===== config.mk =====
export PLATFORM = sky130hd
export DESIGN_NAME = cpbs_top
export DESIGN_NICKNAME = d
export VERILOG_FILES = /design/src/rtl/cpbs_pkg.sv /design/src/rtl/cpbs_if.sv /design/src/rtl/cpbs_pipe.sv /design/src/rtl/cpbs_wbuf.sv /design/src/rtl/cpbs_top.sv
export SDC_FILE = /design/constraint.sdc
export NUM_CORES = 1
export LEC_CHECK = 0
export BUFFER_PORTS_ARGS = -buffer_cell sky130_fd_sc_hd__clkbuf_2
export CORE_MARGIN = 2
export CORE_UTILIZATION = 31
export DETAILED_ROUTE_END_ITERATION = 16
export GPL_ROUTABILITY_DRIVEN = 0
export PLACE_DENSITY_LB_ADDON = 0.15
export SLEW_MARGIN = 20
export SYNTH_ARGS = -nofsm -noshare
export SYNTH_HDL_FRONTEND = slang
export SYNTH_HIERARCHICAL = 1
export SYNTH_SLANG_ARGS = --single-unit

===== constraint.sdc =====
create_clock -name clk_in -period 3.2 [get_ports clk_in]
set_input_delay 0.32 -clock clk_in [delete_from_list [all_inputs] [get_ports clk_in]]
set_output_delay 0.32 -clock clk_in [all_outputs]
set_load 0.005 [all_outputs]

===== src/rtl/cpbs_pkg.sv =====
package cpbs_pkg;

  localparam int unsigned CLK_PERIOD_NS = 100;
  // Refill window that closes a change of flow
  localparam int unsigned COF_IDLE_NS   = 200;
  localparam int unsigned COF_IDLE_CYC  = (COF_IDLE_NS + CLK_PERIOD_NS - 1) / CLK_PERIOD_NS;

  localparam logic [2:0]  PIPE_MIN_WORDS = 3'h2;
  localparam logic [2:0]  PIPE_MAX_WORDS = 3'h3;
  localparam int unsigned PIPE_STAGES    = 3;
  localparam int unsigned STG_BUF        = 0;
  localparam int unsigned STG_DEC        = 1;
  localparam int unsigned STG_EXE        = 2;

  localparam int unsigned WORD_W   = 16;
  localparam int unsigned LONG_W   = 32;
  localparam int unsigned BYTE_W   = 8;
  localparam int unsigned WORD_HI  = 31;
  localparam int unsigned WORD_LO  = 16;

  localparam logic [15:0] COF_MASK_DEF  = 16'hf000;
  localparam logic [15:0] COF_MATCH_DEF = 16'h6000;
  localparam logic [1:0]  IDLE_CNT_RST  = 2'h0;

  typedef enum logic [1:0] {
    SZ_BYTE = 2'h0,
    SZ_WORD = 2'h1,
    SZ_LONG = 2'h2
  } cpbs_size_type;

  typedef enum logic [1:0] {
    PF_IDLE  = 2'h0,
    PF_FILL  = 2'h1,
    PF_EXTRA = 2'h2,
    PF_RUN   = 2'h3
  } cpbs_pf_type;

  typedef enum logic [1:0] {
    BC_IDLE  = 2'h0,
    BC_FETCH = 2'h1,
    BC_READ  = 2'h2,
    BC_WRITE = 2'h3
  } cpbs_bus_type;

endpackage


===== src/rtl/cpbs_if.sv =====
`timescale 1ns/1ns
interface cpbs_pipe_if #(parameter int unsigned W = 16);
  logic         fill;
  logic [W-1:0] fill_word;
  logic         fill_err;
  logic         flush;
  logic         use_ext;
  logic         start_instr;
  logic [W-1:0] dec_word;
  logic [W-1:0] exe_word;
  logic         buf_valid;
  logic         dec_valid;
  logic         exe_valid;
  logic         dec_err;
  logic         exe_err;
  logic [1:0]   occupancy;
  logic         cof_seen;
  modport ctrl  (output fill, fill_word, fill_err, flush, use_ext, start_instr,
                 input dec_word, exe_word, buf_valid, dec_valid, exe_valid, dec_err,
                 exe_err, occupancy, cof_seen);
  modport stage (input fill, fill_word, fill_err, flush, use_ext, start_instr,
                 output dec_word, exe_word, buf_valid, dec_valid, exe_valid, dec_err,
                 exe_err, occupancy, cof_seen);
endinterface // cpbs_pipe_if

interface cpbs_wbuf_if #(parameter int unsigned AW = 24);
  logic          load;
  logic          done;
  logic [AW-1:0] addr;
  logic [31:0]   data;
  logic [1:0]    size;
  logic          valid;
  logic [AW-1:0] q_addr;
  logic [31:0]   q_data;
  logic [1:0]    q_size;
  modport ctrl (output load, done, addr, data, size, input valid, q_addr, q_data, q_size);
  modport buff (input load, done, addr, data, size, output valid, q_addr, q_data, q_size);
endinterface // cpbs_wbuf_if


===== src/rtl/cpbs_pipe.sv =====
`timescale 1ns/1ns
module cpbs_pipe #(
  parameter int unsigned W         = 16,
  parameter logic [15:0] COF_MASK  = cpbs_pkg::COF_MASK_DEF,
  parameter logic [15:0] COF_MATCH = cpbs_pkg::COF_MATCH_DEF
) (
  input  wire logic       clk_in,
  input  wire logic       rst_b_in,
  cpbs_pipe_if.stage      pif
);

  localparam int unsigned N = cpbs_pkg::PIPE_STAGES;

  logic [W-1:0] word_r [N];
  logic [N-1:0] vld_r;
  logic [N-1:0] err_r;
  logic [W-1:0] word_nxt [N];
  logic [N-1:0] vld_nxt;
  logic [N-1:0] err_nxt;
  logic         b_to_c;
  logic         b_free;
  logic         a_to_b;

  always_comb begin
    b_to_c = vld_r[cpbs_pkg::STG_DEC] && (pif.start_instr || !vld_r[cpbs_pkg::STG_EXE]);
    b_free = !vld_r[cpbs_pkg::STG_DEC] || pif.use_ext || b_to_c;
    a_to_b = vld_r[cpbs_pkg::STG_BUF] && b_free;
    // Execute stage takes the decode word on a full advance or when empty
    vld_nxt[cpbs_pkg::STG_EXE]  = b_to_c ? 1'b1 :
                                  (pif.start_instr ? 1'b0 : vld_r[cpbs_pkg::STG_EXE]);
    word_nxt[cpbs_pkg::STG_EXE] = b_to_c ? word_r[cpbs_pkg::STG_DEC] : word_r[cpbs_pkg::STG_EXE];
    err_nxt[cpbs_pkg::STG_EXE]  = b_to_c ? err_r[cpbs_pkg::STG_DEC] : err_r[cpbs_pkg::STG_EXE];
    vld_nxt[cpbs_pkg::STG_DEC]  = a_to_b ? 1'b1 : (b_free ? 1'b0 : vld_r[cpbs_pkg::STG_DEC]);
    word_nxt[cpbs_pkg::STG_DEC] = a_to_b ? word_r[cpbs_pkg::STG_BUF] : word_r[cpbs_pkg::STG_DEC];
    err_nxt[cpbs_pkg::STG_DEC]  = a_to_b ? err_r[cpbs_pkg::STG_BUF] : err_r[cpbs_pkg::STG_DEC];
    // Fill only lands when the buffer is free; the fetch limiter guarantees it
    vld_nxt[cpbs_pkg::STG_BUF]  = pif.fill ? 1'b1 : (a_to_b ? 1'b0 : vld_r[cpbs_pkg::STG_BUF]);
    word_nxt[cpbs_pkg::STG_BUF] = pif.fill ? pif.fill_word : word_r[cpbs_pkg::STG_BUF];
    err_nxt[cpbs_pkg::STG_BUF]  = pif.fill ? pif.fill_err : err_r[cpbs_pkg::STG_BUF];
  end

  for (genvar i = 0; i < N; i++) begin : g_stage
    always_ff @(posedge clk_in or negedge rst_b_in) begin
      if (!rst_b_in) begin
        word_r[i] <= '0;
        vld_r[i]  <= 1'b0;
        err_r[i]  <= 1'b0;
      end else if (pif.flush) begin
        vld_r[i]  <= 1'b0;
        err_r[i]  <= 1'b0;
      end else begin
        word_r[i] <= word_nxt[i];
        vld_r[i]  <= vld_nxt[i];
        err_r[i]  <= err_nxt[i] && vld_nxt[i];
      end
    end
  end

  assign pif.dec_word  = word_r[cpbs_pkg::STG_DEC];
  assign pif.exe_word  = word_r[cpbs_pkg::STG_EXE];
  assign pif.buf_valid = vld_r[cpbs_pkg::STG_BUF];
  assign pif.dec_valid = vld_r[cpbs_pkg::STG_DEC];
  assign pif.exe_valid = vld_r[cpbs_pkg::STG_EXE];
  assign pif.dec_err   = err_r[cpbs_pkg::STG_DEC];
  assign pif.exe_err   = err_r[cpbs_pkg::STG_EXE];
  assign pif.occupancy = 2'(vld_r[0]) + 2'(vld_r[1]) + 2'(vld_r[2]);
  // Opcode pattern in decode marks an imminent change of flow
  assign pif.cof_seen  = vld_r[cpbs_pkg::STG_DEC] &&
                         ((word_r[cpbs_pkg::STG_DEC] & COF_MASK) == COF_MATCH);

endmodule // cpbs_pipe


===== src/rtl/cpbs_wbuf.sv =====
`timescale 1ns/1ns
module cpbs_wbuf (
  input  wire logic clk_in,
  input  wire logic rst_b_in,
  cpbs_wbuf_if.buff wif
);

  always_ff @(posedge clk_in or negedge rst_b_in) begin
    if (!rst_b_in) begin
      wif.valid <= 1'b0;
    end else if (wif.load) begin
      wif.valid <= 1'b1;
    end else if (wif.done) begin
      wif.valid <= 1'b0;
    end
  end

  always_ff @(posedge clk_in or negedge rst_b_in) begin
    if (!rst_b_in) begin
      wif.q_addr <= '0;
      wif.q_data <= '0;
      wif.q_size <= 2'h0;
    end else if (wif.load && !wif.valid) begin
      wif.q_addr <= wif.addr;
      wif.q_data <= wif.data;
      wif.q_size <= wif.size;
    end
  end

endmodule // cpbs_wbuf


===== src/rtl/cpbs_top.sv =====
`timescale 1ns/1ns
// Summary of operation
// - Pipeline holds buffer, decode and execute stages of instruction words.
// - Fetched word waits in the buffer stage until decode stage frees.
// - Every stage keeps a bit flagging a word from an errored bus cycle.
// - Prefetcher fills pipeline after change of flow, then keeps refilling it.
// - Prefetching starts at the address given with the sequencer's flow request.
// - A stage freed by instruction start or extension use triggers refetch only once occupancy falls below the room limit.
// - Prefetch waits until no sequencer operand access is pending.
// - Prefetch only with pipeline room and no change-of-flow instruction next.
// - Pipeline flags imminent change of flow; controller withholds wasted prefetches.
// - Change of flow flushes pipeline, then refills from the new stream.
// - Bus work runs concurrently with sequencer internal work.
// - Operand request during a busy bus is queued and run afterwards.
// - One-entry write buffer lets the sequencer continue past a write.
// - Sequencer stalls rather than overwrite an occupied write buffer.
// - Queued operand accesses win over prefetches; a request taken as a prefetch starts waits behind it.
// - Byte and word operands take one bus cycle; interface may split words.
// - Long operands take two bus cycles, upper word first.
// - A bus cycle takes two clocks at least; slower partners stretch it.
// - Replacement prefetch may start early, from the first indexed clock.
// - Replacement prefetch may start two clocks before the end if bus idle.
// - Change of flow ends in a two-clock window allowing an extra word.
// - Fixed arbitration gives the same operand order for the same code.
// - Advance sets receiving stage valid and clears the supplying stage.
module cpbs_top #(
  parameter int unsigned AW        = 24,
  parameter logic [15:0] COF_MASK  = cpbs_pkg::COF_MASK_DEF,
  parameter logic [15:0] COF_MATCH = cpbs_pkg::COF_MATCH_DEF
) (
  input  wire logic          clk_in,
  input  wire logic          rst_b_in,
  input  wire logic          seq_flow_req_in,
  input  wire logic [AW-1:0] seq_flow_addr_in,
  input  wire logic          seq_ext_use_in,
  input  wire logic          seq_instr_start_in,
  input  wire logic          seq_end_near_in,
  input  wire logic          seq_op_req_in,
  input  wire logic          seq_op_we_in,
  input  wire logic [1:0]    seq_op_size_in,
  input  wire logic [AW-1:0] seq_op_addr_in,
  input  wire logic [31:0]   seq_op_wdata_in,
  output logic               seq_op_ack_out,
  output logic               seq_stall_out,
  output logic [31:0]        seq_rdata_out,
  output logic               seq_rdata_valid_out,
  output logic               seq_rdata_err_out,
  output logic [15:0]        ir_dec_word_out,
  output logic               ir_dec_valid_out,
  output logic               ir_dec_err_out,
  output logic [15:0]        ir_exe_word_out,
  output logic               ir_exe_valid_out,
  output logic               ir_exe_err_out,
  output logic               ir_buf_valid_out,
  output logic               bus_req_out,
  output logic [AW-1:0]      bus_addr_out,
  output logic               bus_we_out,
  output logic [1:0]         bus_size_out,
  output logic [15:0]        bus_wdata_out,
  output logic               bus_fetch_out,
  input  wire logic          bus_ack_in,
  input  wire logic          bus_err_in,
  input  wire logic [15:0]   bus_rdata_in
);

  if (AW < 2 || AW > 32) begin : g_chk_aw
    $error("cpbs_top: AW must lie between 2 and 32");
  end

  cpbs_pipe_if #(.W(cpbs_pkg::WORD_W)) pif ();
  cpbs_wbuf_if #(.AW(AW))              wif ();

  cpbs_pipe #(
    .W         (cpbs_pkg::WORD_W),
    .COF_MASK  (COF_MASK),
    .COF_MATCH (COF_MATCH)
  ) u_pipe (
    .clk_in   (clk_in),
    .rst_b_in (rst_b_in),
    .pif      (pif)
  );

  cpbs_wbuf u_wbuf (
    .clk_in   (clk_in),
    .rst_b_in (rst_b_in),
    .wif      (wif)
  );

  cpbs_pkg::cpbs_bus_type bus_state_r;
  cpbs_pkg::cpbs_pf_type  pf_state_r;
  logic                   bus_half_r;
  logic                   bus_long_r;
  logic [AW-1:0]          pc_r;
  logic                   drop_r;
  logic [1:0]             idle_cnt_r;
  logic                   rd_valid_r;
  logic [AW-1:0]          rd_addr_r;
  logic [1:0]             rd_size_r;
  logic [15:0]            rd_hi_r;
  logic                   rd_err_r;
  logic                   bus_done;
  logic                   bus_last;
  logic                   can_start;
  logic                   take_wr;
  logic                   take_rd;
  logic                   start_wr;
  logic                   start_rd;
  logic                   start_pf;
  logic                   pf_ok;
  logic [2:0]             room_lim;
  logic [2:0]             occ_total;
  logic                   fetch_live;

  // Each cycle completes on ack; a long needs a second ack
  assign bus_done   = (bus_state_r != cpbs_pkg::BC_IDLE) && bus_ack_in;
  assign bus_last   = bus_done && (!bus_long_r || bus_half_r);
  assign can_start  = (bus_state_r == cpbs_pkg::BC_IDLE) || bus_last;
  assign fetch_live = (bus_state_r == cpbs_pkg::BC_FETCH) && !drop_r;

  // Ack register blocks a second take while the sequencer drops its request
  assign take_wr = seq_op_req_in && seq_op_we_in && !seq_op_ack_out && !wif.valid;
  assign take_rd = seq_op_req_in && !seq_op_we_in && !seq_op_ack_out && !rd_valid_r;

  // Extra word allowed near an instruction end and in the refill window
  assign room_lim  = (pf_state_r == cpbs_pkg::PF_EXTRA || seq_end_near_in) ?
                     cpbs_pkg::PIPE_MAX_WORDS : cpbs_pkg::PIPE_MIN_WORDS;
  assign occ_total = {1'b0, pif.occupancy} + {2'b00, fetch_live};

  assign pf_ok = (pf_state_r != cpbs_pkg::PF_IDLE) && !seq_flow_req_in &&
                 !wif.valid && !rd_valid_r &&
                 !pif.cof_seen &&
                 (occ_total < room_lim);

  // Fixed order: pending write, then pending read, then prefetch
  always_comb begin
    start_wr = 1'b0;
    start_rd = 1'b0;
    start_pf = 1'b0;
    if (can_start) begin
      if (wif.valid && !(bus_last && bus_state_r == cpbs_pkg::BC_WRITE)) begin
        start_wr = 1'b1;
      end else if (rd_valid_r && !(bus_last && bus_state_r == cpbs_pkg::BC_READ)) begin
        start_rd = 1'b1;
      end else if (pf_ok && !(bus_done && bus_state_r == cpbs_pkg::BC_FETCH && drop_r)) begin
        start_pf = 1'b1;
      end
    end
  end

  // Write buffer handshake
  assign wif.load = take_wr;
  assign wif.addr = seq_op_addr_in;
  assign wif.data = seq_op_wdata_in;
  assign wif.size = seq_op_size_in;
  assign wif.done = bus_last && (bus_state_r == cpbs_pkg::BC_WRITE);

  // Pipeline control; a flush in the same cycle as fetch data discards it
  assign pif.fill        = bus_done && fetch_live && !seq_flow_req_in;
  assign pif.fill_word   = bus_rdata_in;
  assign pif.fill_err    = bus_err_in;
  assign pif.flush       = seq_flow_req_in;
  assign pif.use_ext     = seq_ext_use_in;
  assign pif.start_instr = seq_instr_start_in;

  // Bus cycle sequencing; runs alongside sequencer work
  always_ff @(posedge clk_in or negedge rst_b_in) begin
    if (!rst_b_in) begin
      bus_state_r   <= cpbs_pkg::BC_IDLE;
      bus_half_r    <= 1'b0;
      bus_long_r    <= 1'b0;
      bus_req_out   <= 1'b0;
      bus_addr_out  <= '0;
      bus_we_out    <= 1'b0;
      bus_size_out  <= cpbs_pkg::SZ_WORD;
      bus_wdata_out <= 16'h0000;
      bus_fetch_out <= 1'b0;
    end else if (start_wr) begin
      bus_state_r   <= cpbs_pkg::BC_WRITE;
      bus_half_r    <= 1'b0;
      bus_long_r    <= (wif.q_size == cpbs_pkg::SZ_LONG);
      bus_req_out   <= 1'b1;
      bus_addr_out  <= wif.q_addr;
      bus_we_out    <= 1'b1;
      bus_fetch_out <= 1'b0;
      case (wif.q_size)
        cpbs_pkg::SZ_BYTE: begin
          bus_size_out  <= cpbs_pkg::SZ_BYTE;
          bus_wdata_out <= {wif.q_data[7:0], wif.q_data[7:0]};
        end
        cpbs_pkg::SZ_LONG: begin
          bus_size_out  <= cpbs_pkg::SZ_WORD;
          bus_wdata_out <= wif.q_data[cpbs_pkg::WORD_HI:cpbs_pkg::WORD_LO];
        end
        default: begin
          bus_size_out  <= cpbs_pkg::SZ_WORD;
          bus_wdata_out <= wif.q_data[15:0];
        end
      endcase
    end else if (start_rd) begin
      bus_state_r   <= cpbs_pkg::BC_READ;
      bus_half_r    <= 1'b0;
      bus_long_r    <= (rd_size_r == cpbs_pkg::SZ_LONG);
      bus_req_out   <= 1'b1;
      bus_addr_out  <= rd_addr_r;
      bus_we_out    <= 1'b0;
      bus_size_out  <= (rd_size_r == cpbs_pkg::SZ_BYTE) ? cpbs_pkg::SZ_BYTE : cpbs_pkg::SZ_WORD;
      bus_fetch_out <= 1'b0;
    end else if (start_pf) begin
      bus_state_r   <= cpbs_pkg::BC_FETCH;
      bus_half_r    <= 1'b0;
      bus_long_r    <= 1'b0;
      bus_req_out   <= 1'b1;
      bus_addr_out  <= pc_r;
      bus_we_out    <= 1'b0;
      bus_size_out  <= cpbs_pkg::SZ_WORD;
      bus_fetch_out <= 1'b1;
    end else if (bus_done && !bus_last) begin
      // Lower word of a long follows the upper one
      bus_half_r    <= 1'b1;
      bus_addr_out  <= bus_addr_out + AW'(2);
      bus_wdata_out <= wif.q_data[15:0];
    end else if (bus_last) begin
      bus_state_r   <= cpbs_pkg::BC_IDLE;
      bus_req_out   <= 1'b0;
      bus_we_out    <= 1'b0;
      bus_fetch_out <= 1'b0;
    end
  end

  // Queued read slot
  always_ff @(posedge clk_in or negedge rst_b_in) begin
    if (!rst_b_in) begin
      rd_valid_r <= 1'b0;
      rd_addr_r  <= '0;
      rd_size_r  <= cpbs_pkg::SZ_WORD;
    end else if (take_rd) begin
      rd_valid_r <= 1'b1;
      rd_addr_r  <= seq_op_addr_in;
      rd_size_r  <= seq_op_size_in;
    end else if (bus_last && bus_state_r == cpbs_pkg::BC_READ) begin
      rd_valid_r <= 1'b0;
    end
  end

  // Read return; upper word of a long is held until the lower arrives
  always_ff @(posedge clk_in or negedge rst_b_in) begin
    if (!rst_b_in) begin
      rd_hi_r             <= 16'h0000;
      rd_err_r            <= 1'b0;
      seq_rdata_out       <= 32'h0000_0000;
      seq_rdata_valid_out <= 1'b0;
      seq_rdata_err_out   <= 1'b0;
    end else begin
      seq_rdata_valid_out <= 1'b0;
      if (bus_done && bus_state_r == cpbs_pkg::BC_READ) begin
        if (!bus_last) begin
          rd_hi_r  <= bus_rdata_in;
          rd_err_r <= bus_err_in;
        end else begin
          seq_rdata_valid_out <= 1'b1;
          seq_rdata_err_out   <= bus_err_in || (bus_long_r && rd_err_r);
          rd_err_r            <= 1'b0;
          case (rd_size_r)
            cpbs_pkg::SZ_BYTE: seq_rdata_out <= {24'h000000, bus_rdata_in[7:0]};
            cpbs_pkg::SZ_LONG: seq_rdata_out <= {rd_hi_r, bus_rdata_in};
            default:           seq_rdata_out <= {16'h0000, bus_rdata_in};
          endcase
        end
      end
    end
  end

  // Sequencer handshake
  always_ff @(posedge clk_in or negedge rst_b_in) begin
    if (!rst_b_in) begin
      seq_op_ack_out <= 1'b0;
      seq_stall_out  <= 1'b0;
    end else begin
      seq_op_ack_out <= take_wr || take_rd;
      seq_stall_out  <= seq_op_req_in && !seq_op_ack_out && !take_wr && !take_rd;
    end
  end

  // Prefetch address and stale-fetch discard
  always_ff @(posedge clk_in or negedge rst_b_in) begin
    if (!rst_b_in) begin
      pc_r   <= '0;
      drop_r <= 1'b0;
    end else begin
      if (seq_flow_req_in) begin
        pc_r <= seq_flow_addr_in;
      end else if (start_pf) begin
        pc_r <= pc_r + AW'(2);
      end
      // A fetch still on the bus at a flush belongs to the old stream
      if (seq_flow_req_in && bus_state_r == cpbs_pkg::BC_FETCH && !bus_done) begin
        drop_r <= 1'b1;
      end else if (bus_done && bus_state_r == cpbs_pkg::BC_FETCH) begin
        drop_r <= 1'b0;
      end
    end
  end

  // Prefetch phase: initial fill, refill window, then steady refill
  always_ff @(posedge clk_in or negedge rst_b_in) begin
    if (!rst_b_in) begin
      pf_state_r <= cpbs_pkg::PF_IDLE;
      idle_cnt_r <= cpbs_pkg::IDLE_CNT_RST;
    end else if (seq_flow_req_in) begin
      pf_state_r <= cpbs_pkg::PF_FILL;
      idle_cnt_r <= cpbs_pkg::IDLE_CNT_RST;
    end else begin
      case (pf_state_r)
        cpbs_pkg::PF_FILL: begin
          if ({1'b0, pif.occupancy} >= cpbs_pkg::PIPE_MIN_WORDS) begin
            pf_state_r <= cpbs_pkg::PF_EXTRA;
          end
        end
        cpbs_pkg::PF_EXTRA: begin
          if (idle_cnt_r == 2'(cpbs_pkg::COF_IDLE_CYC - 1)) begin
            pf_state_r <= cpbs_pkg::PF_RUN;
          end else begin
            idle_cnt_r <= idle_cnt_r + 2'h1;
          end
        end
        cpbs_pkg::PF_RUN:  pf_state_r <= cpbs_pkg::PF_RUN;
        default:           pf_state_r <= cpbs_pkg::PF_IDLE;
      endcase
    end
  end

  // Stage views come straight from pipeline flops
  assign ir_dec_word_out  = pif.dec_word;
  assign ir_dec_valid_out = pif.dec_valid;
  assign ir_dec_err_out   = pif.dec_err;
  assign ir_exe_word_out  = pif.exe_word;
  assign ir_exe_valid_out = pif.exe_valid;
  assign ir_exe_err_out   = pif.exe_err;
  assign ir_buf_valid_out = pif.buf_valid;

endmodule // cpbs_top


==> results.yml <==
hold_path:
  hold_end: "pc_r[9]"
  worstHoldStart: "seq_flow_addr_in[9]"
  hp-class: "in -> reg"
  hold_depth: 3
sta:
  fin_hold_ws_ns: 0.0269
  hold_viol: 0
  slew_headroom_pct: 32.2
  fin_crit_sh_pct: 93.0
  max_clock_freq_mhz: 336
  slew_viol_final: 0
  setup_violations: 0
  timing.final.ws_setup_ns: 0.223
  fin_crit_ns: 2.98
  tns_ns: 0
  rsz0062_at_grt: "false"
  tightest_slew_ns: 1.02
  clock_skew_ns: 0.0130
place:
  pre_cts_ws_ns: 0.183
  place_area_mm2: 0.0142
  port-buffer-count: 224
  placedCellCount: 1796
  place_hpwl_mm: 26.1
synthesis:
  syn_avg_cell_area_um2: 11.5
  synthAdderAreaFrac_pct: 0.821
  synth_cell_types: 80
  ys_async_sr_fraction_pct: 100
  ys_seq_elements: 270
  synth.top_cell.area_share_pct: 53.0
  netlist_instances: 1099
  synth-xor-area-share_pct: 0.900
  synth_top_family_by_area: "multiplexers"
  ys.flop_type: "dfrtp_1"
  synthSimpleGateAreaFrac_pct: 11.4
  muxShareOfSynthArea_pct: 16.8
  syn_nets: 1213
  synth_area_leaders: "dfrtp_1, mux2_2, nand2_1"
  netlist_area_mm2: 0.0127
  ys_seq_area_share_pct: 53.4
  synth_common_cells: "dfrtp_1, mux2_2, nand2_1"
  synth_edf_count: 0
  yosysWarningCount: 6
  synth_compound_area_share_pct: 11.3
  synth_most_common_cell: "dfrtp_1"
  yosys.area.top_type: "dfrtp_1"
setup_path:
  r2r_slack_ns: 0.22
  critPathMaxFanout: 15
  reg2reg_from: "u_pipe/pif.exe_valid"
  worst-r2r-cell-count: 10
  required_ns: 3.66
  crit_arrival_ns: 3.44
  end_kind: "flop"
  criticalPathCategory: "reg -> reg"
  timing.rr.end: "pc_r[10]"
  startpoint_type: "flop"
routing:
  first_pass_iters: 5
  wl_mm: 37.8
  top_layer: "met4"
  drt_iter0_drc: 545
  drt-wirelength-per-cell_um: 19.4
  dr_wl_met3_mm: 1.95
  routed_via_density: 4.94
  wl_met2_mm: 17.4
  vias: 9612
  detail-route-antenna-nets: 0
  met1Wirelength_mm: 17.8
  drc_errors: 0
pwr:
  power_mw: 15.2
  leakage_nw: 7.38
  power_density_mw_per_mm2: 937
  ir_worst_vdd_mv: 0.419
cts:
  clk_pin_slew_ns: 0.06
  post_cts_buffers: 0
  numClockSinks: 270
  cts_tree: "done"
  clockRootBuffer: "clkbuf_16"
  cts.path.max_buffers: 3
  cts_buffers: 31
  htree_levels: 1
  clk-insertion-delay-late_ns: 0.58
global_routing:
  overflow: 0
  grt_antenna_before_repair: 0
  grt.total_usage_pct: 17.7
  grt_pass1_wl_mm: 57.9
  grt_pass1_vias: 9389
  grt_max_degree: 97
die:
  fp.dieH_um: 206
  io_pins: 226
  dieArea_mm2: 0.0424
  rows: 74
  core_area_mm2: 0.0406
  initial_utilization_pct: 31.2
  fp.dieW_um: 206
run_status:
  status: "complete, no violations"
job:
  maxCapViolCount: 0
final_layout:
  instances_no_fill: 1944
  final_area_mm2: 0.0163
  layout.nets: 1502
  drive_gt1_share_pct: 36.3
  antenna_cells: 0
  final_core_util_pct: 40.1
  area_growth_pct: 28.5
## layer usage
metal / vias to the layer above / track usage (%)
met5: - / 0
met4: 0 / 3.98
met3: 44 / 2.87
met2: 235 / 27.4
met1: 4822 / 25.8
li1: 4511 / -
## registers in the layout, indices dropped and copies added, names as in the netlist, 2 cells and up
name and flops:
seq_rdata_out 32, u_wbuf/wif.q_data 32, bus_addr_out 24, pc_r 24, rd_addr_r 24, u_wbuf/wif.q_addr 24
bus_wdata_out 16, rd_hi_r 16, u_pipe/pif.dec_word 16, u_pipe/pif.exe_word 16, u_pipe/word_r 16, bus_state_r 2
idle_cnt_r 2, pf_state_r 2, rd_size_r 2, u_wbuf/wif.q_size 2
## area by class of cell
cell class              count  area (um2)
clock buffers              46         942
well taps                 532         666
fillers                  4018       24300
flip-flops and latches    270        6760
multi-input cells         711        5250
repair buffers            346        2360
clock inverters            11         178
inverters                  28         105
## how the worst max path moves through the flow
stage	from	end	slack, ns	depth (start not counted)
2_1_floorplan	u_pipe/pif.buf_valid	bus_addr_out[19]	0.35	10
3_3_place_gp	u_pipe/pif.buf_valid	pc_r[10]	0.20	10
3_5_place_dp	u_pipe/pif.exe_valid	pc_r[10]	0.18	10
4_1_cts	u_pipe/pif.exe_valid	pc_r[10]	0.16	10
5_1_grt	u_pipe/pif.exe_valid	bus_addr_out[3]	0.04	10
6_report	u_pipe/pif.exe_valid	pc_r[10]	0.22	10
## what timing repair did
item | 4_1_cts | 5_1_grt
gates resized for setup | 0 | 1
hold buffers | 91 | 0
hold endpoints to repair | 151 | 0
endpoints found under the setup margin | 0 | 1
## cells by family (layout without fill, tap and decap cells)
logic type | after synthesis | count (layout)
adder cells (fa/ha/maj) | 8 | 8
multiplexers | 183 | 183
other | 1 | 1
flip-flops | 270 | 270
buffers and inverters | 118 | 431
AND/OR/NAND/NOR | 302 | 302
AO/OA/AOI/OAI | 204 | 204
XOR/XNOR | 13 | 13
## layout by cell type, fill, tap and decap left out, types with 14 or more instances in the layout
cell           count
inv_1             25
mux2_2           155
or3_1             14
dfrtp_1          268
a21oi_1           25
clkbuf_16         31
nor2_1            44
nand3_1           21
nor3_1            17
nand2_1          143
mux2_4            20
clkbuf_2         223
buf_4             24
dlygate4sd3_1     91
o21ai_0           65
## critical path, stage by stage (launching register included)
cell and delay (ns):
dfrtp_1 0.43, fa_1 0.47, ha_1 0.22, ha_1 0.17, nor3_1 0.14, o211ai_1 0.23
or3_4 0.42, buf_4 0.21, nand2_1 0.17, o21ai_0 0.11, a221o_1 0.29
## report_power, final
group	internal (mW)	switching [mW]	leakage, nW
Sequential	4.81	1.16	3.36
Clock	2.36	1.51	0.544
Combinational	2.69	2.71	3.48
Power figures use the tool's default switching activity.
